**src/inc/bms_defines.svh**
```systemverilog
`ifndef BMS_DEFINES_SVH
`define BMS_DEFINES_SVH
`define BMS_ADDR_W 24
`define BMS_USER_ENTRY 24'h000000
`define BMS_ALT_ENTRY 24'h090000
`define BMS_LOADER_ENTRY_DEF 24'h000000
`define BMS_SELECT_ENTRY_DEF 24'h000000
`define BMS_CAN_FILTER_CYC 5'h14
`define BMS_STRAP_USER 2'h3
`define BMS_STRAP_STD 2'h2
`define BMS_STRAP_ALT 2'h1
`define BMS_STRAP_RSVD 2'h0
`define BMS_CNT_W 5
`define BMS_RAM_AW 10
`define BMS_CNT_ONE 5'h01
`define BMS_CNT_ZERO 5'h00
`endif

```
**src/inc/bms_pkg.sv**
```systemverilog
`include "bms_defines.svh"
package bms_pkg;
    typedef enum logic [5:0] {
        BMS_IDLE = 6'h01,
        BMS_USER = 6'h02,
        BMS_ALT = 6'h04,
        BMS_SCAN = 6'h08,
        BMS_UART = 6'h10,
        BMS_CAN = 6'h20
    } bms_state_t;

    typedef struct packed {
        logic [`BMS_ADDR_W-1:0] entry_addr;
        logic fetch_from_boot;
        logic soft_reset;
        logic watchdog_off;
        logic uart_tx_oe;
        logic can_tx_oe;
        logic selective;
        logic reserved_mode;
    } bms_boot_t;

    typedef struct packed {
        logic we;
        logic [`BMS_RAM_AW-1:0] addr;
        logic [7:0] data;
    } bms_ram_wr_t;
endpackage : bms_pkg

```
**src/design/bms_boot_mode_selector.sv**
```systemverilog
`timescale 1ns/10ps
`default_nettype none
module bms_boot_mode_selector
    import bms_pkg::*;
#(
    parameter logic [`BMS_ADDR_W-1:0] LOADER_ENTRY = `BMS_LOADER_ENTRY_DEF,
    parameter logic [`BMS_ADDR_W-1:0] SELECT_ENTRY = `BMS_SELECT_ENTRY_DEF,
    parameter logic [`BMS_CNT_W-1:0] CAN_FILTER = `BMS_CAN_FILTER_CYC
) (
    input wire logic clk_in,
    input wire logic rstn_in,
    input wire logic reset_input_pin_in,
    input wire logic boot_select_upper_strap_in,
    input wire logic boot_select_lower_strap_in,
    input wire logic normal_reset_in,
    input wire logic user_sig_valid_in,
    input wire logic alt_sig_valid_in,
    input wire logic user_key_select_in,
    input wire logic loader_init_done_in,
    input wire logic uart0_receive_line_in,
    input wire logic can_port1_receive_line_in,
    input wire logic load_valid_in,
    input wire logic [7:0] load_data_in,
    output var bms_boot_t boot_out,
    output var bms_ram_wr_t ram_wr_out,
    output logic [1:0] straps_out,
    output logic decided_out
);
    logic rst_pin_d_reg;
    logic [1:0] strap_reg;
    logic latched_reg;
    bms_state_t state_reg;
    bms_state_t state_next;
    logic [`BMS_CNT_W-1:0] can_cnt_reg;
    logic [`BMS_CNT_W-1:0] can_cnt_next;
    logic can_hi_d_reg;
    logic uart_prev_reg;
    logic [`BMS_RAM_AW-1:0] ram_ptr_reg;
    logic [`BMS_ADDR_W-1:0] entry_reg;
    logic fetch_boot_reg;
    logic soft_reset_reg;
    logic watchdog_off_reg;
    logic uart_tx_oe_reg;
    logic can_tx_oe_reg;
    logic selective_reg;
    logic reserved_reg;
    logic decided_reg;
    logic pin_rise;
    logic can_rise;
    logic can_valid;
    logic uart_start;
    logic in_loader;
    logic link_up;
    logic alt_strap;
    logic no_signature;

    assign pin_rise = reset_input_pin_in && !rst_pin_d_reg;
    assign can_rise = can_port1_receive_line_in && !can_hi_d_reg;
    // A dominant bit counts only once it ends, so UART keeps priority while it lasts
    assign can_valid = can_rise && (can_cnt_reg == CAN_FILTER);
    assign uart_start = uart_prev_reg && !uart0_receive_line_in;
    assign link_up = (state_reg == BMS_UART) || (state_reg == BMS_CAN);
    assign in_loader = (state_reg == BMS_SCAN) || link_up;
    assign alt_strap = (strap_reg == `BMS_STRAP_ALT);
    assign no_signature = !user_sig_valid_in && !alt_sig_valid_in;

    // Straps sampled on the clock edge seeing the pin rise
    always_ff @(posedge clk_in or negedge rstn_in) begin
        if (!rstn_in) begin
            rst_pin_d_reg <= 1'b0;
        end else begin
            rst_pin_d_reg <= reset_input_pin_in;
        end
    end

    always_ff @(posedge clk_in or negedge rstn_in) begin
        if (!rstn_in) begin
            strap_reg <= `BMS_STRAP_RSVD;
            latched_reg <= 1'b0;
        end else if (pin_rise) begin
            strap_reg <= {boot_select_upper_strap_in, boot_select_lower_strap_in};
            latched_reg <= 1'b1;
        end
    end

    // Edge trackers reset to the idle level so reset gives no false edge
    always_ff @(posedge clk_in or negedge rstn_in) begin
        if (!rstn_in) begin
            can_hi_d_reg <= 1'b1;
            uart_prev_reg <= 1'b1;
        end else begin
            can_hi_d_reg <= can_port1_receive_line_in;
            uart_prev_reg <= uart0_receive_line_in;
        end
    end

    // Dominant run length, saturating at the filter length
    always_comb begin
        can_cnt_next = can_cnt_reg;
        if (can_port1_receive_line_in) begin
            can_cnt_next = `BMS_CNT_ZERO;
        end else if (can_cnt_reg != CAN_FILTER) begin
            can_cnt_next = can_cnt_reg + `BMS_CNT_ONE;
        end
    end

    always_ff @(posedge clk_in or negedge rstn_in) begin
        if (!rstn_in) begin
            can_cnt_reg <= `BMS_CNT_ZERO;
        end else begin
            can_cnt_reg <= can_cnt_next;
        end
    end

    always_comb begin
        state_next = state_reg;
        case (state_reg)
            BMS_IDLE: begin
                if (latched_reg) begin
                    case (strap_reg)
                        `BMS_STRAP_USER: state_next = BMS_USER;
                        `BMS_STRAP_STD: state_next = BMS_SCAN;
                        `BMS_STRAP_ALT: begin
                            if (user_sig_valid_in) begin
                                state_next = BMS_USER;
                            end else if (alt_sig_valid_in) begin
                                state_next = BMS_ALT;
                            end else begin
                                state_next = BMS_SCAN;
                            end
                        end
                        default: state_next = BMS_IDLE;
                    endcase
                end
            end
            BMS_SCAN: begin
                // UART wins any tie and any CAN dominant bit still in progress
                if (loader_init_done_in && uart_start) begin
                    state_next = BMS_UART;
                end else if (loader_init_done_in && can_valid) begin
                    state_next = BMS_CAN;
                end
            end
            BMS_USER, BMS_ALT, BMS_UART, BMS_CAN: state_next = state_reg;
            default: state_next = BMS_IDLE;
        endcase
    end

    always_ff @(posedge clk_in or negedge rstn_in) begin
        if (!rstn_in) begin
            state_reg <= BMS_IDLE;
        end else begin
            state_reg <= state_next;
        end
    end

    // Received bytes go to internal RAM, wrapping at its size
    always_ff @(posedge clk_in or negedge rstn_in) begin
        if (!rstn_in) begin
            ram_ptr_reg <= '0;
            ram_wr_out <= '0;
        end else begin
            ram_wr_out.we <= 1'b0;
            if (link_up && load_valid_in) begin
                ram_wr_out.we <= 1'b1;
                ram_wr_out.addr <= ram_ptr_reg;
                ram_wr_out.data <= load_data_in;
                ram_ptr_reg <= ram_ptr_reg + 1'b1;
            end
        end
    end

    always_ff @(posedge clk_in or negedge rstn_in) begin
        if (!rstn_in) begin
            decided_reg <= 1'b0;
        end else begin
            decided_reg <= (state_reg != BMS_IDLE) && (state_reg != BMS_SCAN);
        end
    end

    always_ff @(posedge clk_in or negedge rstn_in) begin
        if (!rstn_in) begin
            reserved_reg <= 1'b0;
        end else begin
            reserved_reg <= latched_reg && (strap_reg == `BMS_STRAP_RSVD);
        end
    end

    always_ff @(posedge clk_in or negedge rstn_in) begin
        if (!rstn_in) begin
            fetch_boot_reg <= 1'b0;
        end else begin
            fetch_boot_reg <= in_loader;
        end
    end

    always_ff @(posedge clk_in or negedge rstn_in) begin
        if (!rstn_in) begin
            soft_reset_reg <= 1'b0;
        end else begin
            soft_reset_reg <= (state_reg == BMS_USER) && alt_strap;
        end
    end

    always_ff @(posedge clk_in or negedge rstn_in) begin
        if (!rstn_in) begin
            selective_reg <= 1'b0;
        end else begin
            selective_reg <= (state_reg != BMS_IDLE) && alt_strap && user_key_select_in
                && no_signature;
        end
    end

    // A normal reset keeps the watchdog alive even in the loader
    always_ff @(posedge clk_in or negedge rstn_in) begin
        if (!rstn_in) begin
            watchdog_off_reg <= 1'b0;
        end else begin
            watchdog_off_reg <= !normal_reset_in && in_loader;
        end
    end

    always_ff @(posedge clk_in or negedge rstn_in) begin
        if (!rstn_in) begin
            uart_tx_oe_reg <= 1'b0;
            can_tx_oe_reg <= 1'b0;
        end else begin
            uart_tx_oe_reg <= (state_reg == BMS_UART);
            can_tx_oe_reg <= (state_reg == BMS_CAN);
        end
    end

    always_ff @(posedge clk_in or negedge rstn_in) begin
        if (!rstn_in) begin
            entry_reg <= '0;
        end else begin
            case (state_reg)
                BMS_USER: entry_reg <= `BMS_USER_ENTRY;
                BMS_ALT: entry_reg <= `BMS_ALT_ENTRY;
                BMS_SCAN, BMS_UART, BMS_CAN: begin
                    entry_reg <= alt_strap ? SELECT_ENTRY : LOADER_ENTRY;
                end
                default: entry_reg <= `BMS_USER_ENTRY;
            endcase
        end
    end

    assign boot_out = {entry_reg, fetch_boot_reg, soft_reset_reg, watchdog_off_reg,
        uart_tx_oe_reg, can_tx_oe_reg, selective_reg, reserved_reg};
    assign decided_out = decided_reg;
    assign straps_out = strap_reg;
endmodule : bms_boot_mode_selector
`default_nettype wire

```
**config.mk**
```make
export PLATFORM = sky130hd
export DESIGN_NAME = bms_boot_mode_selector
export DESIGN_NICKNAME = d
export VERILOG_FILES = /design/src/inc/bms_pkg.sv /design/src/design/bms_boot_mode_selector.sv
export VERILOG_INCLUDE_DIRS = /design/src /design/src/inc
export SDC_FILE = /design/constraint.sdc
export NUM_CORES = 1
export LEC_CHECK = 0
export ABC_AREA = 0
export BUFFER_PORTS_ARGS = -buffer_cell sky130_fd_sc_hd__buf_2
export CELL_PAD_IN_SITES_DETAIL_PLACEMENT = 1
export CELL_PAD_IN_SITES_GLOBAL_PLACEMENT = 2
export CORE_UTILIZATION = 25
export CTS_BUF_LIST = sky130_fd_sc_hd__clkbuf_16
export CTS_CLUSTER_SIZE = 12
export DETAILED_ROUTE_END_ITERATION = 12
export PLACE_DENSITY = 0.77
export RECOVER_POWER = 100
export SYNTH_ARGS = -nofsm -noshare
export SYNTH_HDL_FRONTEND = slang
export SYNTH_SLANG_ARGS = --single-unit
```
**constraint.sdc**
```tcl
create_clock -name clk_in -period 2.2 [get_ports clk_in]
set_input_delay 0.44 -clock clk_in [delete_from_list [all_inputs] [get_ports clk_in]]
set_output_delay 0.44 -clock clk_in [all_outputs]
set_load 0.005 [all_outputs]
```
# Word-level counts from Yosys, hierarchy flattened
# Index checks and enable logic that the tools add are counted.
# totals
reg_bits,78
in_bits,21
output_inout_bits,53
word_cells,76
# op_classes
reduce_logical,27
n_bitwise,1
add_sub_neg,2
mux,11
eq_ne,15
# ops
cell,n
$pmux 6 s3,2
$mux 20,1
$mux 19,1
$mux 6,3
$logic_and 1x1->1,15
$add 10x1->10 const B,1
$mux 5,2
$mux 4,2
$eq 6x1->1 const B,1
$eq 6x2->1 const B,1
$eq 6x3->1 const B,1
$eq 6x4->1 const B,1
$eq 6x5->1 const B,1
$eq 6x6->1 const B,1
$logic_not 1->1,6
$ne 6x1->1 const B,1
$ne 6x4->1 const B,1
$add 5x1->5 const B,1
$eq 5x5->1 const B,1
$ne 5x5->1 const B,1
$eq 2x2->1 const B,2
$reduce_or 4->1,1
$ne 3x1->1 const B,1
$reduce_and 3->1,1
other kinds (6),7

# Logic depth before layout (Yosys ltp)
# depth
word_depth,7
ltp_mapped,7
depth_no_buf,6

# Least setup slack after synthesis
# Ideal clock, no wire load.
# synth_timing
path_kind,register -> register
from,register state_reg[4]
to,register state_reg[0]
path_slack_ns,0.617
n_path_buf,1
setup_ns,0.080
stages_incl_launch_ff,6
period_less_slack_ns,1.583
arrival_time_ns,1.503
t_required_ns,2.120
cell_sequence,dfrtp_1 > buf_2 > or4_4 > nor3b_2 > nand2_1 > o22a_1
# synth_via
elab_chain_len,4
elab_cells_between_ends,12
classes_between,eq/ne (8); mux (1); bitwise (1); reduce/logical (2)
# synth_lines
element,line,rtl
from (decl),bms_boot_mode_selector.sv:32,bms_state_t state_reg;
from (signal assigned),bms_boot_mode_selector.sv:153,state_reg <= state_next;
$eq 6x5->1 (tied with other cells),bms_boot_mode_selector.sv:117,case (state_reg)
$reduce_or 4->1,bms_boot_mode_selector.sv:117,
$not 1->1 (no line),-,
$reduce_and 3->1 (no line),-,
# Parallel ways exist; a longest one is shown, timed or not.
# A chain may end at the register's enable or synchronous reset.

# Final worst setup path
# layout_timing
from,register state_reg[2]
to,register state_reg[0]
# The elaborated chain is that of the path after synthesis.

==> results.py <==
metrics = {
    "run_status": {
        "status": "finished, final reports clean",
    },
    "synthesis": {
        "syn_area_per_cell_um2": 10.3,
        "synthDominantAreaCellType": "dfrtp_1",
        "synth_seq_area_share_pct": 55.7,
        "synth_ff_type": "dfrtp_1",
        "synth_edf_count": 0,
        "synth.cell_area_um2": 2480,
        "synthArstFlopShare_pct": 100,
        "ys_ff_latch": 55,
        "synth_cells": 241,
        "synth_cell_types": 42,
        "yosys.area.top_type_share_pct": 52.5,
        "yosysWarnings": 0,
        "synth_top_cells_by_area": "dfrtp_1 (52%), nand2_1 (10%), buf_4 (9.1%)",
    },
    "timing": {
        "tns_ns": 0,
        "final_report_max_slew_violation_count": 0,
        "report.final.hold_viol_count": 0,
        "final.setup_skew_ns": 0.00377,
        "achievable-frequency_ghz": 0.522,
        "finalCritPeriodShare_pct": 87.1,
        "setup_viol": 0,
        "max-slew-margin-rel_pct": 14.5,
        "tightestPinTransition_ns": 1.28,
        "period_minus_slack_ns": 1.92,
        "rsz0062_at_grt": "false",
    },
    "grt": {
        "grt_first_pass_wirelength_um": 8370,
        "grt.total_usage_pct": 10.5,
        "grt_overflow": 0,
        "number_of_antenna_violations_at_the_first_check_in_global_routing": 0,
        "grt_max_degree": 26,
        "number_of_global_route_vias_before_repair": 1723,
    },
    "detailed_routing": {
        "wire_length_per_cell_after_detailed_routing_um": 12.1,
        "drt_first_iter_violations": 32,
        "drt-total-wl_um": 5070,
        "vias_per_cell": 4.13,
        "number_of_detailed_routing_iterations_run_before_antenna_repair": 4,
        "detailroute.via_count": 1729,
        "drtAntennaViolNets": 0,
        "drc": 0,
    },
    "clocking": {
        "tritoncts": "done",
        "clk_pin_slew_ns": 0.07,
        "cts.htree.levels": 2,
        "number_of_cells_upsized_or_downsized_after_cts": 0,
        "clock_insertion_delay_worst_skew_ns": 0.29,
        "clk_root_buffer_cell": "clkbuf_16",
        "cts_inserted_buffers": 5,
        "clock_path_buffers": 2,
        "cts_setup_buffers": 0,
        "ctsHoldBuffers": 0,
        "cts_sinks": 55,
    },
    "final_layout": {
        "antennaDiodeCount": 0,
        "layout_cell_share_with_drive_strength_beyond_1_pct": 18.6,
        "fin_nets": 313,
        "largest_register_ffs": 19,
        "areaGrowthSynthToFinish_pct": 15.2,
        "fillers": 1110,
    },
    "setup_path": {
        "critical_path_peak_fanout": 8,
        "critPathArrivalTime_ns": 2.14,
        "timing.critical_path.from_type": "flip-flop",
        "cp.required_ns": 2.42,
        "critical-path-max-stage-delay_ns": 0.57,
        "timing.critical_path.cells": "or4_1 -> nor3b_1 -> nand2_1 -> o22a_1",
        "setup.worst_path.end_class": "flip-flop",
        "worstSetupPathType": "flip-flop to flip-flop",
        "worst_path_max_delay_cell": "or4_1",
    },
    "power": {
        "vdd.ir_drop.worst_uv": 316,
        "post-layout-total-power_uw": 1940,
        "cellLeakagePower_uw": 0.00149,
        "power_per_cell_area_nw_per_um2": 680,
    },
    "floorplanning": {
        "core_um2": 9420,
        "die-height_um": 102,
        "floorplan.rows": 35,
        "initial_core_util_pct": 26.3,
        "design.die.area_um2": 10300,
        "io_pins": 74,
        "die-width_um": 102,
    },
    "job": {
        "drv_cap": 0,
    },
    "placed_design": {
        "dp_hpwl_um": 3720,
        "placement.io_buffers": 51,
        "gp_congestion": 0.734,
    },
    "hold_path": {
        "hold_class": "input pin to flip-flop",
    },
}
==> cells in the mapped netlist (3+ instances only) <==
cell      number
nand3_1        4
ha_1           3
dfstp_2        3
nand2_1       66
nand4_1        3
dfrtp_1       52
nor2_1        11
buf_4         30
buf_2          3
inv_1          3
a21oi_1        4
nand2b_1       3
xor2_1         5
xnor2_1        9
and3_1         4
==> cell usage in the layout, fill, tap and decap left out, types with 5 or more instances in the layout <==
| cell | synthesis | final |
|---|---|---|
| nand2_1 | 66 | 66 |
| dfrtp_1 | 52 | 52 |
| buf_2 | 3 | 35 |
| conb_1 | 1 | 22 |
| clkbuf_1 | 2 | 18 |
| nor2_1 | 11 | 11 |
| xnor2_1 | 9 | 9 |
| xor2_1 | 5 | 5 |
| clkbuf_16 | 0 | 5 |
==> path summary, 6_finish.rpt <==
path                       cells after the start  slack [ns]                from        endpoint
max in group asynchronous                      2        0.56             rstn_in  ram_wr_out[13]
min                                            1        0.26  reset_input_pin_in   rst_pin_d_reg
max                                            4        0.28        state_reg[2]    state_reg[0]
max reg2reg                                    4        0.28        state_reg[2]    state_reg[0]
min reg2reg                                    2        0.47      ram_wr_out[12]  ram_wr_out[12]
min in group asynchronous                      1        0.41             rstn_in   entry_reg[16]
==> stage by stage <==
stage | std cells | hold slack [ns] | area [µm²] | util [%] | worst slack, ns
after global routing | 419 | 0.257 | 2860 | 30.3 | 0.152
after detailed placement | 411 | 0.463 | 2770 | 29.4 | 0.427
final | 419 | 0.262 | 2860 | 30.3 | 0.283
after CTS | 419 | 0.157 | 2920 | 31.0 | 0.416
after global placement | 411 | 0.455 | 2770 | 29.4 | 0.478
after floorplan | 262 | 0.144 | 2560 | - | 0.617
==> critical path, delay by kind of cell, from the launching register on <==
| kind | cells | cell delay [ns] |
|---|---|---|
| AND/OR/NAND/NOR | 3 | 1.16 |
| flip-flops | 1 | 0.46 |
| AO/OA/AOI/OAI | 1 | 0.22 |
==> kinds of logic (layout without fill, tap and decap cells) <==
family,Yosys count,count (layout),synth area share (%)
flops,55,55,55.7
simple gates,111,111,22.0
fa+ha+maj,3,3,1.51
buf+inv,39,67,10.6
other cells,1,22,0.151
mux,3,3,1.31
compound gates,15,15,3.84
xor+xnor,14,14,4.95
==> area by class of cell <==
type	count	area (µm²)	share of cell area, %
clock inverters	3	25.0	0.876
well taps	129	161	5.65
multi-input cells	168	897	31.4
inverters	4	15.0	0.526
clock buffers	5	125	4.38
repair buffers	55	253	8.85
flip-flops and latches	55	1380	48.3
==> power by group <==
| part | total [µW] | switching (µW) | leakage (µW) | internal (µW) |
|---|---|---|---|---|
| sequential | 1050 | 15.3 | 0.000731 | 1030 |
| clock | 800 | 373 | 0.0000700 | 426 |
| combinational | 98.7 | 59.0 | 0.000690 | 39.7 |
| total | 1940 | 447 | 0.00149 | 1500 |
==> layer usage <==
metal,track usage (%),up-vias,routed length [µm]
li1,-,827,-
met1,13.0,851,2320
met2,17.2,46,2380
met3,2.90,5,298
met4,4.01,0,72
met5,0,-,0
No activity file was read; power rests on OpenSTA's default activity.
